[config.mk]
export PLATFORM = sky130hd
export DESIGN_NAME = uscb_top
export DESIGN_NICKNAME = d
export VERILOG_FILES = /design/src/verilog/uscb_pkg.sv /design/src/verilog/uscb_top.sv
export VERILOG_INCLUDE_DIRS = /design/src /design/src/verilog
export SDC_FILE = /design/constraint.sdc
export NUM_CORES = 1
export LEC_CHECK = 0
export BUFFER_PORTS_ARGS = -buffer_cell sky130_fd_sc_hd__buf_2
export CAP_MARGIN = 10
export CORE_MARGIN = 3
export CORE_UTILIZATION = 43
export CTS_CLUSTER_DIAMETER = 50
export DETAILED_ROUTE_END_ITERATION = 10
export PLACE_DENSITY = 0.76
export REMOVE_ABC_BUFFERS = 1
export SLEW_MARGIN = 10
export SYNTH_ARGS = -nofsm -noshare
export SYNTH_HDL_FRONTEND = slang
export SYNTH_SLANG_ARGS = --single-unit
export TNS_END_PERCENT = 1
[constraint.sdc]
create_clock -name i_ref_clk -period 1.95 [get_ports i_ref_clk]
set_input_delay 0.39 -clock i_ref_clk [delete_from_list [all_inputs] [get_ports i_ref_clk]]
set_output_delay 0.39 -clock i_ref_clk [all_outputs]
set_load 0.03 [all_outputs]
[src/verilog/uscb_consts.svh]
// register indices, field positions and reset values of the serial port
`ifndef USCB_CONSTS_SVH
`define USCB_CONSTS_SVH
`define USCB_IDX_DATA 8'hf1
`define USCB_IDX_FLAGS 8'hf2
`define USCB_IDX_CTRL 8'hf3
`define USCB_IDX_DIV 8'hf4
`define USCB_FLAGS_RST 8'h02
`define USCB_CTRL_RST 8'h00
`define USCB_DIV_RST 8'hff
`define USCB_ST_RXF 7
`define USCB_ST_PAR 6
`define USCB_ST_OVR 5
`define USCB_ST_FRM 4
`define USCB_ST_BRK 3
`define USCB_ST_THR 2
`define USCB_ST_TXC 1
`define USCB_ST_NOISE 0
`define USCB_CT_TXEN 7
`define USCB_CT_RXEN 6
`define USCB_CT_IE 5
`define USCB_CT_PAREN 4
`define USCB_CT_ODD 3
`define USCB_CT_BRK 2
`define USCB_CT_STOP2 1
`define USCB_CT_TIMER 0
`define USCB_PRESCALE_LAST 4'hf
`define USCB_CNT_RELOAD_AT 8'h01
`endif

[src/verilog/uscb_pkg.sv]
// types shared by the serial port status, control and divisor logic
package uscb_pkg;
	typedef enum logic [1:0] {
		USCB_IDLE,
		USCB_RD,
		USCB_WR
	} uscb_phase_type;
endpackage : uscb_pkg

[src/verilog/uscb_top.sv]
// serial port flags, control and bit-rate divisor behind an ahb-lite slave
//
// The AHB-Lite interface to the registers was decided locally.
`include "uscb_consts.svh"
module uscb_top (
	// clock and reset
	input wire logic i_ref_clk,
	input wire logic i_resetn,
	// ahb-lite slave
	input wire logic i_hsel,
	input wire logic [31:0] i_haddr,
	input wire logic [1:0] i_htrans,
	input wire logic i_hwrite,
	input wire logic [2:0] i_hsize,
	input wire logic [31:0] i_hwdata,
	input wire logic i_hready,
	output logic [31:0] o_hrdata,
	output logic o_hreadyout,
	output logic o_hresp,
	// receive engine
	input wire logic [7:0] i_rx_data,
	input wire logic i_rx_byte_done,
	input wire logic i_rx_parity_err,
	input wire logic i_rx_overrun,
	input wire logic i_rx_frame_err,
	input wire logic i_rx_break,
	input wire logic i_rx_noise,
	output logic o_rx_data_rd,
	// transmit engine
	input wire logic i_tx_busy,
	input wire logic i_tx_load,
	input wire logic i_tx_serial,
	output logic o_tx_data_wr,
	output logic [7:0] o_tx_data,
	output logic o_txd,
	// stop-mode recovery
	input wire logic i_stop_recover,
	// configuration to the engines
	output logic o_tx_en,
	output logic o_rx_en,
	output logic o_irq_en,
	output logic o_par_en,
	output logic o_par_odd,
	output logic o_two_stop,
	output logic o_noise_filter_en,
	// bit-rate generator
	output logic o_bit_tick,
	output logic o_timer_irq
);
	uscb_pkg::uscb_phase_type phase_r;
	logic [7:0] widx_r;
	logic [7:0] ctrl_r;
	logic [7:0] div_r;
	logic [7:0] cnt_r;
	logic [3:0] pre_r;
	logic filt_r;
	logic thr_full_r;
	logic tx_done_r;
	logic [5:0] sticky_r;
	logic [31:0] hrdata_r;
	logic tx_wr_r;
	logic [7:0] tx_data_r;
	logic txd_r;
	logic bit_tick_r;
	logic timer_irq_r;
	logic [7:0] tick_gap_r;

	// address phase decode
	wire acc = i_hsel & i_hready & i_htrans[1];
	wire hi_ok = (i_haddr[31:10] == 22'h0);
	wire [7:0] idx = i_haddr[9:2];
	wire rd_acc = acc & ~i_hwrite;
	wire rd_data = rd_acc & hi_ok & (idx == `USCB_IDX_DATA);
	wire rd_flags = rd_acc & hi_ok & (idx == `USCB_IDX_FLAGS);
	wire rd_ctrl = rd_acc & hi_ok & (idx == `USCB_IDX_CTRL);
	wire rd_div = rd_acc & hi_ok & (idx == `USCB_IDX_DIV);

	// data phase write decode
	wire wr_en = (phase_r == uscb_pkg::USCB_WR);
	wire wr_data = wr_en & (widx_r == `USCB_IDX_DATA);
	wire wr_flags = wr_en & (widx_r == `USCB_IDX_FLAGS);
	wire wr_ctrl = wr_en & (widx_r == `USCB_IDX_CTRL);
	wire wr_div = wr_en & (widx_r == `USCB_IDX_DIV);

	wire timer_mode = ctrl_r[`USCB_CT_TIMER];
	wire thr_ready = ctrl_r[`USCB_CT_TXEN] & ~thr_full_r;
	wire [7:0] flags = {sticky_r[5:1], thr_ready, tx_done_r, sticky_r[0]};
	// live count only in timer mode
	wire [7:0] div_view = timer_mode ? cnt_r : div_r;

	// sticky receive events, bit order rxf par ovr frm brk noise
	wire [5:0] ev = {i_rx_byte_done, i_rx_parity_err, i_rx_overrun,
		i_rx_frame_err, i_rx_break, i_rx_noise};
	wire flag_clr = rd_data | i_stop_recover;

	// bit-rate generator: /16 prescale then 8-bit down counter
	wire pre_tick = (pre_r == `USCB_PRESCALE_LAST);
	wire reload = pre_tick & (cnt_r == `USCB_CNT_RELOAD_AT) & ~wr_div;

	assign o_hreadyout = 1'b1;
	assign o_hresp = 1'b0;
	assign o_hrdata = hrdata_r;
	assign o_rx_data_rd = rd_data;
	assign o_tx_data_wr = tx_wr_r;
	assign o_tx_data = tx_data_r;
	assign o_txd = txd_r;
	assign o_tx_en = ctrl_r[`USCB_CT_TXEN];
	assign o_rx_en = ctrl_r[`USCB_CT_RXEN];
	assign o_irq_en = ctrl_r[`USCB_CT_IE];
	assign o_par_en = ctrl_r[`USCB_CT_PAREN];
	assign o_par_odd = ctrl_r[`USCB_CT_ODD];
	assign o_two_stop = ctrl_r[`USCB_CT_STOP2];
	assign o_noise_filter_en = filt_r;
	assign o_bit_tick = bit_tick_r;
	assign o_timer_irq = timer_irq_r;

	always_ff @(posedge i_ref_clk or negedge i_resetn) begin
		if (!i_resetn) begin
			phase_r <= uscb_pkg::USCB_IDLE;
			widx_r <= 8'h00;
		end else if (acc & i_hwrite & hi_ok) begin
			phase_r <= uscb_pkg::USCB_WR;
			widx_r <= idx;
		end else if (acc) begin
			phase_r <= uscb_pkg::USCB_RD;
			widx_r <= 8'h00;
		end else begin
			phase_r <= uscb_pkg::USCB_IDLE;
			widx_r <= 8'h00;
		end
	end

	// read data sampled at the address phase; unmapped reads give zero
	always_ff @(posedge i_ref_clk or negedge i_resetn) begin
		if (!i_resetn)
			hrdata_r <= 32'h0;
		else if (rd_acc)
			hrdata_r <= {24'h0,
				({8{rd_data}} & i_rx_data) | ({8{rd_flags}} & flags) |
				({8{rd_ctrl}} & ctrl_r) | ({8{rd_div}} & div_view)};
	end

	// stop-mode recovery deliberately absent here
	always_ff @(posedge i_ref_clk or negedge i_resetn) begin
		if (!i_resetn) begin
			ctrl_r <= `USCB_CTRL_RST;
			div_r <= `USCB_DIV_RST;
			filt_r <= 1'b0;
		end else begin
			if (wr_ctrl)
				ctrl_r <= i_hwdata[7:0];
			if (wr_div)
				div_r <= i_hwdata[7:0];
			if (wr_flags)
				filt_r <= i_hwdata[`USCB_ST_NOISE];
		end
	end

	// set wins over the read clear
	genvar g;
	generate
		for (g = 0; g < 6; g = g + 1) begin : g_sticky
			always_ff @(posedge i_ref_clk or negedge i_resetn) begin
				if (!i_resetn)
					sticky_r[g] <= 1'b0;
				else
					sticky_r[g] <= ev[g] | (sticky_r[g] & ~flag_clr);
			end
		end
	endgenerate

	always_ff @(posedge i_ref_clk or negedge i_resetn) begin
		if (!i_resetn) begin
			thr_full_r <= 1'b0;
			tx_done_r <= 1'b1;
			tx_wr_r <= 1'b0;
			tx_data_r <= 8'h00;
			txd_r <= 1'b1;
		end else begin
			thr_full_r <= wr_data | (thr_full_r & ~i_tx_load);
			tx_done_r <= ~i_tx_busy & ~thr_full_r;
			tx_wr_r <= wr_data;
			if (wr_data)
				tx_data_r <= i_hwdata[7:0];
			txd_r <= i_tx_serial & ~ctrl_r[`USCB_CT_BRK];
		end
	end

	// zero counts as 256 steps: 0 wraps to ff, giving clock/4096
	always_ff @(posedge i_ref_clk or negedge i_resetn) begin
		if (!i_resetn) begin
			pre_r <= 4'h0;
			cnt_r <= `USCB_DIV_RST;
			bit_tick_r <= 1'b0;
			timer_irq_r <= 1'b0;
		end else begin
			pre_r <= pre_r + 4'h1;
			if (wr_div)
				cnt_r <= i_hwdata[7:0];
			else if (reload)
				cnt_r <= div_r;
			else if (pre_tick)
				cnt_r <= cnt_r - 8'h01;
			bit_tick_r <= reload & ~timer_mode;
			timer_irq_r <= reload & timer_mode & ctrl_r[`USCB_CT_IE];
		end
	end

	// cycles since the last bit tick, saturating; checking aid only
	always_ff @(posedge i_ref_clk or negedge i_resetn) begin
		if (!i_resetn)
			tick_gap_r <= 8'hff;
		else if (o_bit_tick)
			tick_gap_r <= 8'h00;
		else if (tick_gap_r != 8'hff)
			tick_gap_r <= tick_gap_r + 8'h01;
	end
endmodule : uscb_top

==> Word level (Yosys, flattened, before mapping) <==
Cells that the tools add are included.
{ "op_classes": {"n_reduce_logical": 2, "n_bitwise": 52, "addsub": 2, "n_eq_ne": 11, "mux": 7} }
{ "ops": {"columns": ["operator", "n"], "rows": [
  ["equality test 8 bit (second input constant)", 8],
  ["two-way mux 8 bit", 5],
  ["AND 8 bit", 4],
  ["AND 1 bit", 29],
  ["bitwise OR 8 bit", 3],
  ["zero test 22 bit", 1],
  ["equality test 8 x 1 -> 1 bit (second input constant)", 1],
  ["NOT 1 bit", 8],
  ["bitwise OR 1 bit", 8],
  ["subtractor 8 x 1 -> 8 bit (second input constant)", 1],
  ["adder 4 x 1 -> 4 bit (second input constant)", 1],
  ["equality test 4 bit (second input constant)", 1],
  ["nonzero test 3 bit", 1],
  ["equality test 2 bit (second input constant)", 1],
  ["two-way mux 2 bit", 1],
  ["two-way mux 1 bit", 1]
]} }
{ "totals": {"elab_cells": 95, "reg_bits": 67} }

==> Logic depth before layout (Yosys ltp) <==
{ "logic_depth": {"word_depth": 9, "ltp_mapped": 8, "depth_no_buf": 6} }

==> Worst setup path before layout <==
OpenSTA, ideal clock, no wires.
{ "synth_timing": {"path_kind": "in2out", "from": "input i_haddr[14]", "to": "output o_rx_data_rd", "required_time_ps": 1560, "arrival_ps": 1991, "path_slack_ps": -431, "cell_stages": 5, "path_buffers": 1, "cell_sequence": "nor4_1 nand4_1 or4_1 clkbuf_1 nor2b_1"} }
{ "synth_via": {"elab_chain_len": 3} }
{ "synth_lines": {"columns": ["element", "line_no", "rtl"], "rows": [
  ["from (decl)", "uscb_top.sv:11", "input wire logic [31:0] i_haddr,"],
  ["zero test 22 bit", "uscb_top.sv:70", "wire hi_ok = (i_haddr[31:10] == 22'h0);"],
  ["AND 1 bit (2 in a row)", "uscb_top.sv:73", "wire rd_data = rd_acc & hi_ok & (idx == `USCB_IDX_DATA);"],
  ["to (decl)", "uscb_top.sv:28", "output logic o_rx_data_rd,"]
]} }
No other way between the ends.

==> Worst setup path after layout <==
{ "layout_timing": {"from": "input i_haddr[17]", "to": "output o_rx_data_rd"} }
Same word-level chain as after synthesis.

==> flow_summary_export.csv <==
group,metric,value,unit
timing,period_share,112.0,%
routing,route.detailed.drc,0,
timing,final-hold-violation-count,0,
worst_setup_path,r2r-end,"o_tx_data[5]$_DFFE_PN0P_",
routing,drtIter0Drc,182,
cts,cts_sinks,67,
power,comb_power_share,9.6,%
cells_and_area,nFillCells,649,
timing,finalSetupViolCount,5,
worst_setup_path,worstPathMaxFanout,2,
timing,drv_slew,0,
worst_setup_path,max_stage_delay,0.58,ns
synth,ys_types,54,
timing,grt_setup_unrepaired,"yes",
routing,viasPerCell,5.270,
cts,cts_root_buffer,"clkbuf_8",
power,internal-power,0.002267,W
die,rows,31,
place,port_buffers,89,
synth,synth-edff-count,0,
cts,postCtsSetupRepairBufs,0,
timing,max_freq,457.8,MHz
global_route,grt_pass1_wl,13.95,mm
status,violations,"setup timing",
synth,synth_ff_type,"dfrtp_1",
worst_setup_path,timing.critical_path.cells,"buf_6 -> nor4_4 -> nand4_1 -> or4_4 -> nor2b_4 -> buf_6",
synth,yosysWarnings,0,
worst_setup_path,worstPathRequired,1.56,ns
power,switchingPower,0.0007074,W
global_route,grt_max_degree,68,
timing,period_minus_slack,2.184,ns
worst_setup_path,rr_startpoint,"widx_r[3]$_DFF_PN0_",
worst_setup_path,worstSetupEndpointType,"primary output",
synth,ys_seq_elements,67,
global_route,grt_usage,20.47,%
power,share_seq_of_total_power,48.1,%
routing,num_vias,2793,
global_route,grtUsageMet1,26.22,%
die,die_h,95.42,um
routing,wl_per_cell,16.38,um
cells_and_area,n_antenna_cell,0,
cts,clk_latency,0.34,ns
global_route,grt_use_met3,4.972,%
die,start_util,45.93,%
global_route,antenna_found_initial,0,
power,power.leakage,2.119,nW
timing,relSlewSlack,61.71,%
cts,cts_tree,"built",
die,die_area,9105,sq um
power,peakVddDrop,0.4269,mV
global_route,grtUsageMet2,33.70,%
cells_and_area,syn_to_final_growth,26.46,%
place,numPlacedInstances,514,
routing,firstDrtPassIters,4,
power,power_density,684.1,nW/um^2
synth,syn-cell-area,3438,sq um
hold_path,min_path_type,"in -> async",
routing,drtAntennaViolNets,0,
timing,worstMarginPinSlew,0.5668,ns
synth,synthArstFlopShare,100.0,%
global_route,grt_pass1_vias,2825,
cells_and_area,stdcell_count,530,
worst_setup_path,critPathCapture,"o_rx_data_rd",
synth,syn_avg_cell_area,10.68,sq um
cts,cts_buffers,9,
timing,setup_ws,-0.2343,ns
global_route,busiest_layer,"met2",
worst_setup_path,worst_path_most_repeated_cell,"buf_6",
global_route,grt_remaining_overflow,0,
worst_setup_path,cp-start-kind,"primary input",
job,cap_violations,0,
die,die_width,95.42,um
worst_setup_path,rr_worst_depth,5,
cells_and_area,nets,521,
die,core_area,7486,sq um
cts,h-tree-depth,3,
synth,ys_seq_area_share,49.42,%
worst_setup_path,cp_slowest_cell,"or4_4",
cts,clkTransAtPathRegs,0.07,ns
place,globalplace.congestion,0.8861,
cts,cts_buffer_depth,2,
power,swShare,23.78,%
die,ios,146,
cells_and_area,multi_input_area,1617,sq um
status,run_status,"finished, violations left",
place,hpwlAfterDp,6.443,mm
timing,skew,0.008334,ns
worst_setup_path,reg2reg_setup_slack,-0.04,ns
worst_setup_path,worstPathArrival,1.79,ns
timing,whs,0.03596,ns
routing,routed_wl,8.679,mm
synth,syn_inst,322,
cells_and_area,regArea,1699,sq um
cells_and_area,drive_gt1_share,42.00,%
cts,holdBufCountCts,0,
worst_setup_path,crit_start,"i_haddr[17]",
worst_setup_path,path_class,"in -> out",
power,p_clk_share,42.2,%
## cell type report
type / count / share of cell area (%)
flip-flops and latches: 67 / 39.08
multi-input cells: 229 / 37.18
repair buffers: 108 / 14.91
clock buffers: 12 / 3.338
well taps: 99 / 2.849
clock inverters: 4 / 1.698
inverters: 11 / 0.9496
## sequential cells by signal (all words and copies together), names as in the netlist
name,cells
o_tx_data_wr,1
tx_done_r,1
o_noise_filter_en,1
o_timer_irq,1
div_r,8
flags,6
o_bit_tick,1
ctrl_r,8
thr_full_r,1
o_txd,1
o_hrdata,8
pre_r,4
o_tx_data,8
phase_r,2
cnt_r,8
widx_r,8
## stage by stage
step                      TNS (ns)  utilization (%)  worst slack (ns)  cell area, sq um  total power [W]
after global placement     -0.8051            53.77           -0.2787              4025         0.001725
after floorplan             -7.632                -           -0.5143              3267         0.001591
after global routing       -0.9109            58.08           -0.2760              4348         0.003098
after CTS                  -0.4144            57.71           -0.2262              4320         0.003012
final                      -0.3232            58.08           -0.2343              4348         0.002974
after detailed placement    -1.504            53.77           -0.3208              4025         0.001732
## power by group through the flow
| stage | registers (W) | clock network, W | logic (W) |
|---|---|---|---|
| after CTS | 0.00143 | 0.00130 | 0.000285 |
| after global routing | 0.00143 | 0.00135 | 0.000314 |
| after global placement | 0.00146 | 0 | 0.000269 |
| after floorplan | 0.00147 | 0 | 0.000125 |
| final | 0.00143 | 0.00126 | 0.000287 |
| after detailed placement | 0.00146 | 0 | 0.000275 |
## per-layer routing
layer,vias up,wire (um)
met5,-,0
met4,0,172
met3,17,648
met2,116,4353
met1,1338,3505
li1,1322,-
## kinds of logic after synthesis
kind of cell / count (synthesis) / synth area share, %
AO/OA/AOI/OAI: 66 / 13.36
XOR/XNOR: 2 / 0.5096
adder cells (fa/ha/maj): 3 / 1.092
buffers and inverters: 50 / 8.806
flip-flops: 67 / 49.42
multiplexers: 34 / 10.66
other: 2 / 0.2184
AND/OR/NAND/NOR: 98 / 15.94
## synthesized netlist by cell type, drive strengths merged (3+ instances only)
master | count | area share (%)
a221oi | 3 | 0.76
nor2 | 20 | 2.2
nor4 | 10 | 2.2
dfstp | 18 | 14
mux2 | 21 | 6.9
inv | 11 | 1.2
or3b | 3 | 0.84
ha | 3 | 1.1
nand3 | 4 | 0.58
nand2b | 4 | 0.73
and2 | 9 | 1.6
buf | 30 | 6.6
nand2 | 21 | 2.3
clkbuf | 9 | 0.98
o22ai | 6 | 1.1
a211oi | 3 | 0.65
a22o | 3 | 0.76
o31ai | 6 | 1.3
nor3b | 3 | 0.98
or2 | 3 | 0.55
or4 | 3 | 0.65
a21oi | 7 | 1.0
mux2i | 13 | 3.8
nor3 | 7 | 1.0
nand4 | 3 | 0.55
dfrtp | 49 | 36
a21o | 7 | 1.5
a22oi | 5 | 1.1
o21ai | 16 | 2.4
## timing repair
action,4_1_cts,5_1_grt
resized for setup,16,7
pin swaps,3,2
setup endpoints to repair,13,14
## critical path: cells and delay by family
| kind | cells | cell delay [ns] |
|---|---|---|
| buf+inv | 2 | 0.23 |
| simple gates | 4 | 1.16 |
## worst min path at each step
stage	slack [ns]	cells past startpoint	end	start
after floorplan	0.09	0	ctrl_r[0]$_DFFE_PN0P_	i_resetn
after global placement	0.41	1	tx_done_r$_DFF_PN1_	thr_full_r$_DFF_PN0_
after detailed placement	0.43	2	o_tx_data[5]$_DFFE_PN0P_	i_resetn
after CTS	0.05	2	o_tx_data[5]$_DFFE_PN0P_	i_resetn
after global routing	0.05	2	o_tx_data[1]$_DFFE_PN0P_	i_resetn
final	0.04	2	o_tx_data[5]$_DFFE_PN0P_	i_resetn
## cells in the final DEF (no fill, tap or decap), drive strengths merged, types with 4 or more instances in the layout
| cell type | instances |
|---|---|
| a21o | 7 |
| nor2 | 20 |
| mux2 | 21 |
| nor4 | 10 |
| a21oi | 7 |
| nand3 | 4 |
| and2 | 9 |
| nand2 | 21 |
| nand2b | 4 |
| clkbuf | 12 |
| nor3 | 7 |
| dfstp | 18 |
| buf | 108 |
| conb | 26 |
| inv | 11 |
| o31ai | 6 |
| o21ai | 16 |
| o22ai | 6 |
| mux2i | 13 |
| a22oi | 5 |
| dfrtp | 49 |
Power figures use the tool's default switching activity.
